--- config.mk ---
export PLATFORM = sky130hd
export DESIGN_NAME = rifc_top
export DESIGN_NICKNAME = d
export VERILOG_FILES = /design/src/hdl/rifc_pkg.sv /design/src/hdl/rifc_event_bank.sv /design/src/hdl/rifc_synth_seq.sv /design/src/hdl/rifc_top.sv
export SDC_FILE = /design/constraint.sdc
export NUM_CORES = 1
export LEC_CHECK = 0
export CORE_ASPECT_RATIO = 2
export CORE_MARGIN = 2
export CORE_UTILIZATION = 65
export DETAILED_ROUTE_END_ITERATION = 7
export DONT_BUFFER_PORTS = 1
export HOLD_SLACK_MARGIN = 0.02
export PLACE_DENSITY = 0.79
export SLEW_MARGIN = 10
export SYNTH_ARGS = -nofsm -noshare
export SYNTH_HDL_FRONTEND = slang
export SYNTH_HIERARCHICAL = 1
export SYNTH_SLANG_ARGS = --single-unit
--- constraint.sdc ---
create_clock -name clk_sys_in -period 15.4 [get_ports clk_sys_in]
set_input_delay 1.54 -clock clk_sys_in [delete_from_list [all_inputs] [get_ports clk_sys_in]]
set_output_delay 1.54 -clock clk_sys_in [all_outputs]
set_load 0.02 [all_outputs]
--- src/hdl/rifc_pkg.sv ---
package rifc_pkg;
  // register port offsets
  localparam logic [6:0] RIFC_ADDR_STATUS_FIRST = 7'h03;
  localparam logic [6:0] RIFC_ADDR_STATUS_SECOND = 7'h04;
  localparam logic [6:0] RIFC_ADDR_ENABLE_FIRST = 7'h05;
  localparam logic [6:0] RIFC_ADDR_ENABLE_SECOND = 7'h06;
  localparam logic [6:0] RIFC_ADDR_OFFSET_LOW = 7'h73;
  localparam logic [6:0] RIFC_ADDR_OFFSET_HIGH = 7'h74;
  localparam logic [6:0] RIFC_ADDR_BAND_SELECT = 7'h75;
  localparam logic [6:0] RIFC_ADDR_FRACTION_HIGH = 7'h76;
  localparam logic [6:0] RIFC_ADDR_FRACTION_LOW = 7'h77;
  // values after reset
  localparam logic [7:0] RIFC_RST_STATUS = 8'h00;
  localparam logic [7:0] RIFC_RST_ENABLE_FIRST = 8'h00;
  localparam logic [7:0] RIFC_RST_ENABLE_SECOND = 8'h01;
  localparam logic [7:0] RIFC_RST_OFFSET_LOW = 8'h00;
  localparam logic [1:0] RIFC_RST_OFFSET_HIGH = 2'h0;
  localparam logic [7:0] RIFC_RST_BAND_SELECT = 8'h35;
  localparam logic [7:0] RIFC_RST_FRACTION_HIGH = 8'hBB;
  localparam logic [7:0] RIFC_RST_FRACTION_LOW = 8'h80;
  // field positions
  localparam int RIFC_BAND_SIDE_BIT = 6;
  localparam int RIFC_BAND_HIGH_BIT = 5;
  localparam int RIFC_STATUS_POWER_ON_BIT = 0;
  localparam int RIFC_STATUS_CHIP_READY_BIT = 1;
  // synthesizer arithmetic
  localparam logic [4:0] RIFC_BAND_INT_MAX = 5'h17;
  localparam logic [6:0] RIFC_INT_OFFSET = 7'h18;
  localparam logic signed [19:0] RIFC_FRAC_MOD = 20'sh0FA00;
  localparam logic signed [19:0] RIFC_FRAC_MOD_TWICE = 20'sh1F400;
  // sequencer timing
  localparam int RIFC_CLK_PERIOD_NS = 100;
  localparam int RIFC_BIAS_SETTLE_US = 50;
  localparam int RIFC_VCO_CAL_US = 50;
  localparam int RIFC_SYNTH_SETTLE_US = 100;
  localparam int RIFC_TOTAL_BUDGET_US = 200;
  localparam logic [10:0] RIFC_BIAS_CYCLES =
    11'((RIFC_BIAS_SETTLE_US * 1000 + RIFC_CLK_PERIOD_NS - 1) / RIFC_CLK_PERIOD_NS);
  localparam logic [10:0] RIFC_CAL_CYCLES =
    11'((RIFC_VCO_CAL_US * 1000 + RIFC_CLK_PERIOD_NS - 1) / RIFC_CLK_PERIOD_NS);
  localparam logic [10:0] RIFC_SETTLE_CYCLES =
    11'((RIFC_SYNTH_SETTLE_US * 1000 + RIFC_CLK_PERIOD_NS - 1) / RIFC_CLK_PERIOD_NS);
  localparam logic [10:0] RIFC_BUDGET_CYCLES =
    11'((RIFC_TOTAL_BUDGET_US * 1000) / RIFC_CLK_PERIOD_NS);

  typedef enum logic [2:0] {
    RIFC_SEQ_IDLE = 3'h0,
    RIFC_SEQ_BIAS = 3'h1,
    RIFC_SEQ_CAL = 3'h3,
    RIFC_SEQ_SETTLE = 3'h2,
    RIFC_SEQ_ACTIVE = 3'h6
  } rifc_seq_state_t;

  typedef enum logic [1:0] {
    RIFC_MODE_READY = 2'h0,
    RIFC_MODE_TUNE = 2'h1,
    RIFC_MODE_TX = 2'h3,
    RIFC_MODE_RX = 2'h2
  } rifc_mode_t;
endpackage

--- src/hdl/rifc_event_bank.sv ---
`timescale 1ns/1ps
module rifc_event_bank import rifc_pkg::*; #(
  parameter logic [7:0] ENABLE_RESET = 8'h00
) (
  input wire logic clk_sys_in,
  input wire logic rst_in,
  input wire logic [7:0] event_in,
  input wire logic read_clear_in,
  input wire logic enable_write_in,
  input wire logic [7:0] wdata_in,
  output logic [7:0] status_out,
  output logic [7:0] enable_out
);
  typedef struct packed {
    logic [7:0] status;
    logic [7:0] enable;
  } rifc_bank_state_t;

  rifc_bank_state_t cur_reg;
  rifc_bank_state_t cur_next;
  logic [7:0] status_bit_next;

  genvar gi;
  generate
    for (gi = 0; gi < 8; gi++) begin : g_bit
      // a new event wins over the clear of the same cycle
      assign status_bit_next[gi] = event_in[gi] |
        (cur_reg.status[gi] & ~(read_clear_in & cur_reg.enable[gi]));
    end
  endgenerate

  always_comb begin
    cur_next = cur_reg;
    cur_next.status = status_bit_next;
    if (enable_write_in) begin
      cur_next.enable = wdata_in;
    end
  end

  always_ff @(posedge clk_sys_in) begin
    if (rst_in) begin
      cur_reg.status <= RIFC_RST_STATUS;
      cur_reg.enable <= ENABLE_RESET;
    end else begin
      cur_reg <= cur_next;
    end
  end

  assign status_out = cur_reg.status;
  assign enable_out = cur_reg.enable;
endmodule // rifc_event_bank

--- src/hdl/rifc_synth_seq.sv ---
`timescale 1ns/1ps
module rifc_synth_seq import rifc_pkg::*; (
  input wire logic clk_sys_in,
  input wire logic rst_in,
  input wire logic synth_needed_in,
  input wire logic freq_change_in,
  output rifc_seq_state_t state_out,
  output logic vco_cal_out,
  output logic synth_en_out,
  output logic chip_ready_out
);
  typedef struct packed {
    rifc_seq_state_t state;
    logic [10:0] count;
    logic powerup;
    logic cal;
    logic en;
    logic ready;
  } rifc_seq_reg_t;

  rifc_seq_reg_t cur_reg;
  rifc_seq_reg_t cur_next;

  always_comb begin
    cur_next = cur_reg;
    cur_next.ready = 1'b0;
    case (cur_reg.state)
      RIFC_SEQ_IDLE: begin
        if (synth_needed_in) begin
          cur_next.state = RIFC_SEQ_BIAS;
          cur_next.count = RIFC_BIAS_CYCLES - 11'h001;
        end
      end
      RIFC_SEQ_BIAS: begin
        if (cur_reg.count == 11'h000) begin
          cur_next.state = RIFC_SEQ_CAL;
          cur_next.count = RIFC_CAL_CYCLES - 11'h001;
        end else begin
          cur_next.count = cur_reg.count - 11'h001;
        end
      end
      RIFC_SEQ_CAL: begin
        if (cur_reg.count == 11'h000) begin
          cur_next.state = RIFC_SEQ_SETTLE;
          cur_next.count = RIFC_SETTLE_CYCLES - 11'h001;
        end else begin
          cur_next.count = cur_reg.count - 11'h001;
        end
      end
      RIFC_SEQ_SETTLE: begin
        if (cur_reg.count == 11'h000) begin
          cur_next.state = synth_needed_in ? RIFC_SEQ_ACTIVE : RIFC_SEQ_IDLE;
          cur_next.ready = cur_reg.powerup;
          cur_next.powerup = 1'b0;
        end else begin
          cur_next.count = cur_reg.count - 11'h001;
        end
      end
      RIFC_SEQ_ACTIVE: begin
        if (!synth_needed_in) begin
          cur_next.state = RIFC_SEQ_IDLE;
        end
      end
      default: begin
        cur_next.state = RIFC_SEQ_IDLE;
      end
    endcase
    // a retune in cal, settle or active skips bias settling and recalibrates; bias goes to cal anyway, idle ignores it
    if (freq_change_in && (cur_reg.state inside {RIFC_SEQ_CAL, RIFC_SEQ_SETTLE,
        RIFC_SEQ_ACTIVE})) begin
      cur_next.state = RIFC_SEQ_CAL;
      cur_next.count = RIFC_CAL_CYCLES - 11'h001;
    end
    cur_next.cal = (cur_next.state == RIFC_SEQ_CAL);
    cur_next.en = (cur_next.state != RIFC_SEQ_IDLE);
  end

  always_ff @(posedge clk_sys_in) begin
    if (rst_in) begin
      cur_reg.state <= RIFC_SEQ_BIAS;
      cur_reg.count <= RIFC_BIAS_CYCLES - 11'h001;
      cur_reg.powerup <= 1'b1;
      cur_reg.cal <= 1'b0;
      cur_reg.en <= 1'b1;
      cur_reg.ready <= 1'b0;
    end else begin
      cur_reg <= cur_next;
    end
  end

  assign state_out = cur_reg.state;
  assign vco_cal_out = cur_reg.cal;
  assign synth_en_out = cur_reg.en;
  assign chip_ready_out = cur_reg.ready;
endmodule // rifc_synth_seq

--- src/hdl/rifc_top.sv ---
// Overview of operation
// - interrupt output goes low whenever any enabled event is pending.
// - all enabled status sources are ORed into the single interrupt output.
// - interrupt stays low until host reads the status register holding the bit.
// - after that read the interrupt releases until a new event arrives.
// - only events with their enable bit set can drive the interrupt.
// - reading a status register clears its bits whose enable is set.
// - disabled events still set readable status bits but never drive the interrupt.
// - power-on indication is shown on general pins zero and one.
// - once the first interrupt is cleared the interrupt works normally.
// - host writes a target mode; sequencer walks every step itself.
// - oscillator calibration starts on every power-up and on every frequency change except while the sequencer is idle.
// - synthesizer settling interval lasts 100 microseconds.
// - bias settle, calibration and synth settle together take 200 microseconds.
// - fractional modulator accumulators wrap at modulo 64000.
// - carrier is 10 MHz times band factor times (integer + 24 + fraction/64000).
// - high band select drives an outside divide-by-two; zero means low band.
// - band integer select holds 0 to 23; larger writes store 23.
// - each integer step is 10 MHz low band or 20 MHz high band.
// - fraction combines carrier fraction, offset and deviation keyed by data.
// - after power-on reset the device settles in ready idle.
`timescale 1ns/1ps
module rifc_top import rifc_pkg::*; (
  input wire logic clk_sys_in,
  input wire logic rst_in,
  input wire logic [6:0] reg_addr_in,
  input wire logic reg_wr_in,
  input wire logic reg_rd_in,
  input wire logic [7:0] reg_wdata_in,
  output logic [7:0] reg_rdata_out,
  input wire logic [7:0] event_first_in,
  input wire logic [7:0] event_second_in,
  input wire logic [1:0] mode_target_in,
  input wire logic fsk_data_in,
  input wire logic [8:0] deviation_word_in,
  output logic irq_out_n,
  output logic general_pin_zero_out,
  output logic general_pin_one_out,
  output logic [6:0] synth_int_out,
  output logic high_band_out,
  output rifc_seq_state_t seq_state_out,
  output logic vco_cal_out,
  output logic synth_en_out,
  output logic [1:0] mode_active_out
);
  typedef struct packed {
    logic [7:0] rdata;
    logic irq_n;
    logic pin_zero;
    logic pin_one;
    logic por_pending;
    logic [7:0] off_low;
    logic [1:0] off_high;
    logic side_sel;
    logic high_band;
    logic [4:0] band_int;
    logic [15:0] fraction;
    logic [6:0] synth_int;
    logic hb_out;
    logic [15:0] acc;
    logic [1:0] mode_act;
  } rifc_top_reg_t;

  rifc_top_reg_t cur_reg;
  rifc_top_reg_t cur_next;

  logic [7:0] status_first;
  logic [7:0] status_second;
  logic [7:0] enable_first;
  logic [7:0] enable_second;
  logic [7:0] event_second_all;
  logic chip_ready;
  logic freq_change;
  logic synth_needed;
  logic rd_first;
  logic rd_second;
  logic pending;
  logic signed [19:0] frac_sum;
  logic signed [19:0] dev_scaled;
  logic signed [19:0] acc_sum;
  logic [6:0] int_base;

  assign rd_first = reg_rd_in && (reg_addr_in == RIFC_ADDR_STATUS_FIRST);
  assign rd_second = reg_rd_in && (reg_addr_in == RIFC_ADDR_STATUS_SECOND);
  assign freq_change = reg_wr_in && (reg_addr_in inside {RIFC_ADDR_OFFSET_LOW,
    RIFC_ADDR_OFFSET_HIGH, RIFC_ADDR_BAND_SELECT, RIFC_ADDR_FRACTION_HIGH,
    RIFC_ADDR_FRACTION_LOW});
  assign synth_needed = (mode_target_in != RIFC_MODE_READY);

  // power-on and chip-ready are raised inside, on top of whatever the radio reports
  always_comb begin
    event_second_all = event_second_in;
    event_second_all[RIFC_STATUS_POWER_ON_BIT] = event_second_in[RIFC_STATUS_POWER_ON_BIT] |
      cur_reg.por_pending;
    event_second_all[RIFC_STATUS_CHIP_READY_BIT] =
      event_second_in[RIFC_STATUS_CHIP_READY_BIT] | chip_ready;
  end

  rifc_event_bank #(.ENABLE_RESET(RIFC_RST_ENABLE_FIRST)) u_bank_first (
    .clk_sys_in(clk_sys_in),
    .rst_in(rst_in),
    .event_in(event_first_in),
    .read_clear_in(rd_first),
    .enable_write_in(reg_wr_in && (reg_addr_in == RIFC_ADDR_ENABLE_FIRST)),
    .wdata_in(reg_wdata_in),
    .status_out(status_first),
    .enable_out(enable_first)
  );

  rifc_event_bank #(.ENABLE_RESET(RIFC_RST_ENABLE_SECOND)) u_bank_second (
    .clk_sys_in(clk_sys_in),
    .rst_in(rst_in),
    .event_in(event_second_all),
    .read_clear_in(rd_second),
    .enable_write_in(reg_wr_in && (reg_addr_in == RIFC_ADDR_ENABLE_SECOND)),
    .wdata_in(reg_wdata_in),
    .status_out(status_second),
    .enable_out(enable_second)
  );

  rifc_synth_seq u_seq (
    .clk_sys_in(clk_sys_in),
    .rst_in(rst_in),
    .synth_needed_in(synth_needed),
    .freq_change_in(freq_change),
    .state_out(seq_state_out),
    .vco_cal_out(vco_cal_out),
    .synth_en_out(synth_en_out),
    .chip_ready_out(chip_ready)
  );

  assign pending = |(status_first & enable_first) | |(status_second & enable_second);

  // deviation steps are 625 Hz in both bands, i.e. 4 or 2 fraction steps
  always_comb begin
    dev_scaled = cur_reg.high_band ? $signed({10'h000, deviation_word_in, 1'b0})
                                   : $signed({9'h000, deviation_word_in, 2'h0});
    if (cur_reg.mode_act != RIFC_MODE_TX) begin
      dev_scaled = 20'sh00000;
    end else if (!fsk_data_in) begin
      dev_scaled = -dev_scaled;
    end
    frac_sum = $signed({4'h0, cur_reg.fraction}) +
      $signed({{10{cur_reg.off_high[1]}}, cur_reg.off_high, cur_reg.off_low}) +
      dev_scaled;
    acc_sum = $signed({4'h0, cur_reg.acc}) + frac_sum;
    int_base = {2'h0, cur_reg.band_int} + RIFC_INT_OFFSET;
  end

  always_comb begin
    cur_next = cur_reg;
    cur_next.por_pending = 1'b0;
    cur_next.irq_n = ~pending;
    cur_next.pin_zero = status_second[RIFC_STATUS_POWER_ON_BIT];
    cur_next.pin_one = status_second[RIFC_STATUS_POWER_ON_BIT];
    cur_next.mode_act = (seq_state_out == RIFC_SEQ_ACTIVE) ? mode_target_in
                                                           : RIFC_MODE_READY;
    cur_next.hb_out = cur_reg.high_band;
    // carry out of the wrap steps the divider by whole units
    if (acc_sum >= RIFC_FRAC_MOD_TWICE) begin
      cur_next.acc = 16'(acc_sum - RIFC_FRAC_MOD_TWICE);
      cur_next.synth_int = int_base + 7'h02;
    end else if (acc_sum >= RIFC_FRAC_MOD) begin
      cur_next.acc = 16'(acc_sum - RIFC_FRAC_MOD);
      cur_next.synth_int = int_base + 7'h01;
    end else if (acc_sum < 20'sh00000) begin
      cur_next.acc = 16'(acc_sum + RIFC_FRAC_MOD);
      cur_next.synth_int = int_base - 7'h01;
    end else begin
      cur_next.acc = 16'(acc_sum);
      cur_next.synth_int = int_base;
    end
    if (reg_wr_in) begin
      case (reg_addr_in)
        RIFC_ADDR_OFFSET_LOW: begin
          cur_next.off_low = reg_wdata_in;
        end
        RIFC_ADDR_OFFSET_HIGH: begin
          cur_next.off_high = reg_wdata_in[1:0];
        end
        RIFC_ADDR_BAND_SELECT: begin
          cur_next.side_sel = reg_wdata_in[RIFC_BAND_SIDE_BIT];
          cur_next.high_band = reg_wdata_in[RIFC_BAND_HIGH_BIT];
          cur_next.band_int = (reg_wdata_in[4:0] > RIFC_BAND_INT_MAX) ? RIFC_BAND_INT_MAX
                                                                      : reg_wdata_in[4:0];
        end
        RIFC_ADDR_FRACTION_HIGH: begin
          cur_next.fraction[15:8] = reg_wdata_in;
        end
        RIFC_ADDR_FRACTION_LOW: begin
          cur_next.fraction[7:0] = reg_wdata_in;
        end
        default: begin
          cur_next.fraction = cur_reg.fraction;
        end
      endcase
    end
    cur_next.rdata = 8'h00;
    if (reg_rd_in) begin
      case (reg_addr_in)
        RIFC_ADDR_STATUS_FIRST: cur_next.rdata = status_first;
        RIFC_ADDR_STATUS_SECOND: cur_next.rdata = status_second;
        RIFC_ADDR_ENABLE_FIRST: cur_next.rdata = enable_first;
        RIFC_ADDR_ENABLE_SECOND: cur_next.rdata = enable_second;
        RIFC_ADDR_OFFSET_LOW: cur_next.rdata = cur_reg.off_low;
        RIFC_ADDR_OFFSET_HIGH: cur_next.rdata = {6'h00, cur_reg.off_high};
        RIFC_ADDR_BAND_SELECT: begin
          cur_next.rdata = {1'b0, cur_reg.side_sel, cur_reg.high_band, cur_reg.band_int};
        end
        RIFC_ADDR_FRACTION_HIGH: cur_next.rdata = cur_reg.fraction[15:8];
        RIFC_ADDR_FRACTION_LOW: cur_next.rdata = cur_reg.fraction[7:0];
        default: cur_next.rdata = 8'h00;
      endcase
    end
  end

  always_ff @(posedge clk_sys_in) begin
    if (rst_in) begin
      cur_reg.rdata <= 8'h00;
      cur_reg.irq_n <= 1'b1;
      cur_reg.pin_zero <= 1'b0;
      cur_reg.pin_one <= 1'b0;
      cur_reg.por_pending <= 1'b1;
      cur_reg.off_low <= RIFC_RST_OFFSET_LOW;
      cur_reg.off_high <= RIFC_RST_OFFSET_HIGH;
      cur_reg.side_sel <= RIFC_RST_BAND_SELECT[RIFC_BAND_SIDE_BIT];
      cur_reg.high_band <= RIFC_RST_BAND_SELECT[RIFC_BAND_HIGH_BIT];
      cur_reg.band_int <= RIFC_RST_BAND_SELECT[4:0];
      cur_reg.fraction <= {RIFC_RST_FRACTION_HIGH, RIFC_RST_FRACTION_LOW};
      cur_reg.synth_int <= RIFC_INT_OFFSET;
      cur_reg.hb_out <= 1'b0;
      cur_reg.acc <= 16'h0000;
      cur_reg.mode_act <= RIFC_MODE_READY;
    end else begin
      cur_reg <= cur_next;
    end
  end

  assign reg_rdata_out = cur_reg.rdata;
  assign irq_out_n = cur_reg.irq_n;
  assign general_pin_zero_out = cur_reg.pin_zero;
  assign general_pin_one_out = cur_reg.pin_one;
  assign synth_int_out = cur_reg.synth_int;
  assign high_band_out = cur_reg.hb_out;
  assign mode_active_out = cur_reg.mode_act;

  // helper counters seen only by the checks below
  logic [10:0] settle_run_reg;
  logic [11:0] busy_run_reg;
  always_ff @(posedge clk_sys_in) begin
    if (rst_in) begin
      settle_run_reg <= 11'h000;
      busy_run_reg <= 12'h000;
    end else begin
      settle_run_reg <= (seq_state_out == RIFC_SEQ_SETTLE) ? settle_run_reg + 11'h001 : 11'h000;
      busy_run_reg <= (seq_state_out inside {RIFC_SEQ_BIAS, RIFC_SEQ_CAL, RIFC_SEQ_SETTLE})
        ? busy_run_reg + 12'h001 : 12'h000;
    end
  end
endmodule // rifc_top

# Yosys cells after proc, flatten, opt, wreduce, memory -nomap -nowiden
# Index checks and enable logic that the tools add are counted.
[word_totals]
elab_cells = 189
memories = 0
register_bits = 120
out_inout_bits = 26
ram_bits = 0
inputBits = 47
latchBits = 0
mem_bits_ro = 0
[classes]
n_eq_ne = 17
shifts = 0
muxes = 31
reduce_logical = 26
n_addsub = 12
n_lt_le_gt_ge = 4
multipliers = 0
n_bitwise = 74
n_div = 0
[op_table]
columns = ["op", "n"]
rows = [
  ["$pmux 8 s9", 1],
  ["$mux 60", 1],
  ["$mux 16", 3],
  ["$mux 11", 4],
  ["$pmux 11 s4", 1],
  ["$mux 20", 2],
  ["$eq 7x7->1 const B", 5],
  ["$mux 33", 1],
  ["$and 1x1->1", 32],
  ["$mux 14", 2],
  ["$mux 7", 4],
  ["$mux 8", 3],
  ["$eq 7x3->1 const B", 3],
  ["$not 1->1", 21],
  ["$add 17x20->20", 1],
  ["$add 18x20->20", 1],
  ["$ge 20x17->1 const B", 1],
  ["$ge 20x18->1 const B", 1],
  ["$lt 20x1->1 const B", 1],
  ["$neg 11->20", 1],
  ["$or 1x1->1", 19],
  ["$add 17x10->18", 1],
  ["$add 16x12->16 const B", 1],
  ["$and 8x8->8", 2],
  ["30 further kinds", 52],
]

# Longest topological paths before layout
[depth]
ltp_word = 11
mapped_depth = 28
depth_no_buf = 23

# Cells and area by module
# Netlist, hierarchy kept.
[modules_own_cells]
columns = ["mod", "seq_area_each_um2", "cells_per_inst", "n_inst", "area_each_um2"]
rows = [
  ["rifc_top", 1401.3, 758, 1, 6105.9],
  ["rifc_synth_seq", 360.3, 133, 1, 1111.1],
  ["rifc_event_bank at u_bank_second", 320.3, 60, 1, 619.3],
  ["rifc_event_bank at u_bank_first", 320.3, 60, 1, 608.1],
]

# Least setup slack after synthesis
# Ideal clock, no wire load.
[synth_path]
kind = "input-to-reg"
start = "input deviation_word_in[1]"
end = "register cur_reg (netlist bit synth_int_out[5])"
path_buffers = 1
setup_time_ps = 123
required_ps = 15277
arrival_ps = 6685
slack_ps = 8591
path_stages = 24
cell_sequence = "mux2i_1 -> ha_1 -> or3b_2 -> or3_1 -> o211ai_1 -> o21ai_0 -> a211o_1 -> fa_1 -> inv_1 -> ha_1 -> nand2_1 -> a2111oi_2 -> nor3_1 -> nand4b_1 -> inv_1 -> ha_1 -> inv_1 -> a31oi_1 -> nor4b_1 -> o31ai_2 -> buf_4 -> nand2_1 -> a32oi_1 -> mux2_1"
[synth_between]
elab_chain_cells = 10
elab_cells_between_ends = 12
classes_between = "3 x add/sub; 3 x order compare; 6 x mux"
[synth_lines]
columns = ["item", "line_no", "source"]
rows = [
  ["start: declaration", "rifc_top.sv:35", "input wire logic [8:0] deviation_word_in,"],
  ["$mux 11 (*)", "rifc_top.sv:136", "dev_scaled = cur_reg.high_band ? $signed({10'h000, deviation_word_in, 1'b0})"],
  ["$neg 11->20", "rifc_top.sv:141", "dev_scaled = -dev_scaled;"],
  ["$mux 20 (*)", "rifc_top.sv:140", "end else if (!fsk_data_in) begin"],
  ["$mux 20 (*)", "rifc_top.sv:138", "if (cur_reg.mode_act != RIFC_MODE_TX) begin"],
  ["$add 18x20->20 (*)", "rifc_top.sv:144", "$signed({{10{cur_reg.off_high[1]}}, cur_reg.off_high, cur_reg.off_low}) +"],
  ["$add 17x20->20 (*)", "rifc_top.sv:146", "acc_sum = $signed({4'h0, cur_reg.acc}) + frac_sum;"],
  ["$lt 20x1->1", "rifc_top.sv:166", "end else if (acc_sum < 20'sh00000) begin"],
  ["$mux 7", "rifc_top.sv:166", ""],
  ["$mux 7", "rifc_top.sv:163", "end else if (acc_sum >= RIFC_FRAC_MOD) begin"],
  ["$mux 7 (*)", "rifc_top.sv:160", "if (acc_sum >= RIFC_FRAC_MOD_TWICE) begin"],
  ["end signal: assignment", "rifc_top.sv:235", "cur_reg <= cur_next;"],
  ["end: declaration", "rifc_top.sv:64", "rifc_top_reg_t cur_reg;"],
]
# Every way passes the cells marked *; elsewhere a longest branch is shown, timed or not.
# A chain may end at the register's enable or synchronous reset.

# Final worst setup path
# Ends and elaborated chain as after synthesis.

==> flow_summary.ini <==
[outcome]
status = finished, final reports clean

[finish]
diodes = 0
area_growth_pct = 4.83
final_area_sq_um = 8850
final_common_cell = dfxtp_1
nets = 1084
final_cell_mix = dfxtp_1, nor2_1, inv_1
fin_cells = 1126
seqCellArea_sq_um = 2400
largest_register_ffs = 49
multi_input_area_sq_um = 5320
fill_cells = 1038
final_layout_size_suffix_gt1_share_pct = 7.48

[placed_design]
preCtsSetupSlack_ns = 7.85
dp_hpwl_mm = 18.2
io_buffers = 0
dpl_cell_area_sq_um = 8250
gp_congestion = 1.07
placed_cells = 1094

[clocking]
cts_resized = 0
clockRootBuffer = clkbuf_16
cts_buffer_depth = 2
cts_max_level = 4
cts_tree = done
insertion_delay_ns = 0.42
path_clk_slew_ns = 0.06
cts_inserted_buffers = 17
hold_buffers = 0
post-cts-setup-buffer-count = 0
cts.sinks = 120

[detailed_routing]
route.detailed.drc = 0
drtIter0Drc = 624
routed_wl_mm = 24.2
dr.pass1.iters = 8
num_vias = 7603
wire_per_inst_microns = 21.5
routed_via_density = 6.75
ant_nets = 0

[global_routing]
grt_pass1_vias = 7288
grt_max_degree = 85
gr-total-overflow = 0
track_usage_pct = 34.6
antenna_found_initial = 0
grt_pass1_wl_mm = 37.7

[synthesis]
synthMuxAreaShare_pct = 2.98
synth-compound-area-share_pct = 22.5
syn-num-nets = 1132
postSynthAreaPerCell_sq_um = 8.35
synth_xor_area_share_pct = 1.56
ys_seq_area_share_pct = 28.4
ys_ff_latch = 120
yosysWarnings = 6
synth_ff_type = dfxtp_1
synth_cell_types = 94
async_flop_share_pct = 0
synthCells = 1011
yosys.area_share.simple_pct = 22.1
synthAdderAreaFrac_pct = 13.8
synth_top_family_by_area = compound AO/OA/AOI/OAI gates
syn-cell-area_sq_um = 8440
synth-edff-count = 0

[setup_path]
critPathArrivalTime_ns = 7.51
worstPathRequired_ns = 15.70
path_max_fanout = 20
path_class = primary input to flop
cp-end-kind = flop
critPathLaunchType = primary input

[sta]
rsz0062_at_grt = false
setup_ws_ns = 8.19
drv_slew = 0
worst_pin_slew_ns = 1.00
slew_headroom_pct = 31.6
finalCritPeriodShare_pct = 46.8
finClkSkew_ns = 0.00849
fin_crit_ns = 7.21
tns_ns = 0
clock.fmax_mhz = 139
setup_viol_count_final = 0
hold_viol = 0

[die]
num_rows = 58
core_sq_um = 12600
dieWidth_microns = 84.6
io-pin-count = 73
dieHeight_microns = 165
die-area_sq_um = 14000
start_util_pct = 66.9

[power]
p_total_mw = 1.24
leakage_nw = 3.63
powerDensity_nw_per_um2 = 140
ir_drop_mv = 0.143

[min_path]
holdCritPathClass = flop to flop

[run]
max-cap-violations = 0
area by class of cell:
type,count,area share (%)
clock buffer,17,4.81
sequential,120,27.1
timing repair buffer,7,0.594
inverter,78,3.31
tap,150,2.12
clock inverter,15,1.98
multi-input combinational,739,60.1
per-layer routing:
metal	vias up	routed length (microns)	part of all wire [%]	GRT usage [%]
li1	3548	-	-	-
met2	364	12800	53	63.6
met3	111	1340	5.6	5.77
met4	0	1940	8.0	24.5
met5	-	0	0	0
met1	3580	8100	34	34.6
worst paths after layout:
path / cells after the start / from / endpoint / slack [ns]
worst min-delay path: 2 / u_seq/cur_reg[3] / u_seq/cur_reg[3] / 0.47
worst max register to register: 24 / cur_next[18] / synth_int_out[5] / 8.82
worst max-delay path: 24 / deviation_word_in[1] / synth_int_out[5] / 8.19
worst min register to register: 2 / u_seq/cur_reg[3] / u_seq/cur_reg[3] / 0.47
report_power, final:
| part | total, mW | internal (mW) | switching [mW] |
|---|---|---|---|
| clock network | 0.405 | 0.233 | 0.173 |
| registers | 0.348 | 0.329 | 0.0189 |
| logic | 0.488 | 0.188 | 0.300 |
| total | 1.24 | 0.750 | 0.492 |
cell usage after synthesis (15+ instances only):
master / count / area share, %
a21oi_1: 73 / 4.3
a22oi_1: 15 / 1.3
a31oi_1: 18 / 1.3
buf_4: 24 / 2.1
clkbuf_1: 32 / 1.4
dfxtp_1: 120 / 28
fa_1: 32 / 7.6
ha_1: 42 / 6.2
inv_1: 77 / 3.4
mux2i_1: 24 / 2.8
nand2_1: 70 / 3.1
nand3_1: 61 / 3.6
nor2_1: 96 / 4.3
nor3_1: 20 / 1.2
o211ai_1: 16 / 1.4
o21ai_0: 22 / 1.3
logic make-up (layout without fill, tap and decap cells):
group / count (synthesis) / after routing
and+or+nand+nor: 360 / 360
AOI/OAI and AO/OA: 265 / 265
buffers and inverters: 152 / 117
DFF: 120 / 120
adders and majority gates: 74 / 74
muxes: 25 / 25
xor gates and xnor gates: 15 / 15
critical path, stage by stage:
cell and delay, ns:
mux2i_1 0.17, ha_1 0.22, or3b_2 0.51, or3_1 0.37, o211ai_1 0.17, o21ai_0 0.11
a211o_1 0.32, fa_1 0.48, inv_1 0.04, ha_1 0.36, nand2_1 0.11, a2111oi_2 0.54
nor3_1 0.12, nand4b_1 0.42, inv_1 0.28, ha_1 0.26, inv_1 0.08, a31oi_1 0.15
nor4b_1 0.09, o31ai_2 0.20, buf_4 0.27, nand2_1 0.08, a32oi_1 0.28, mux2_1 0.34
per-stage QoR:
step / hold WS (ns) / util [%]
after floorplan: 0.435 / -
after global placement: 0.444 / 65.3
after detailed placement: 0.453 / 65.3
after CTS: 0.461 / 70.1
after global routing: 0.474 / 70.1
final: 0.467 / 70.1
No activity file was read; power rests on OpenSTA's default activity.
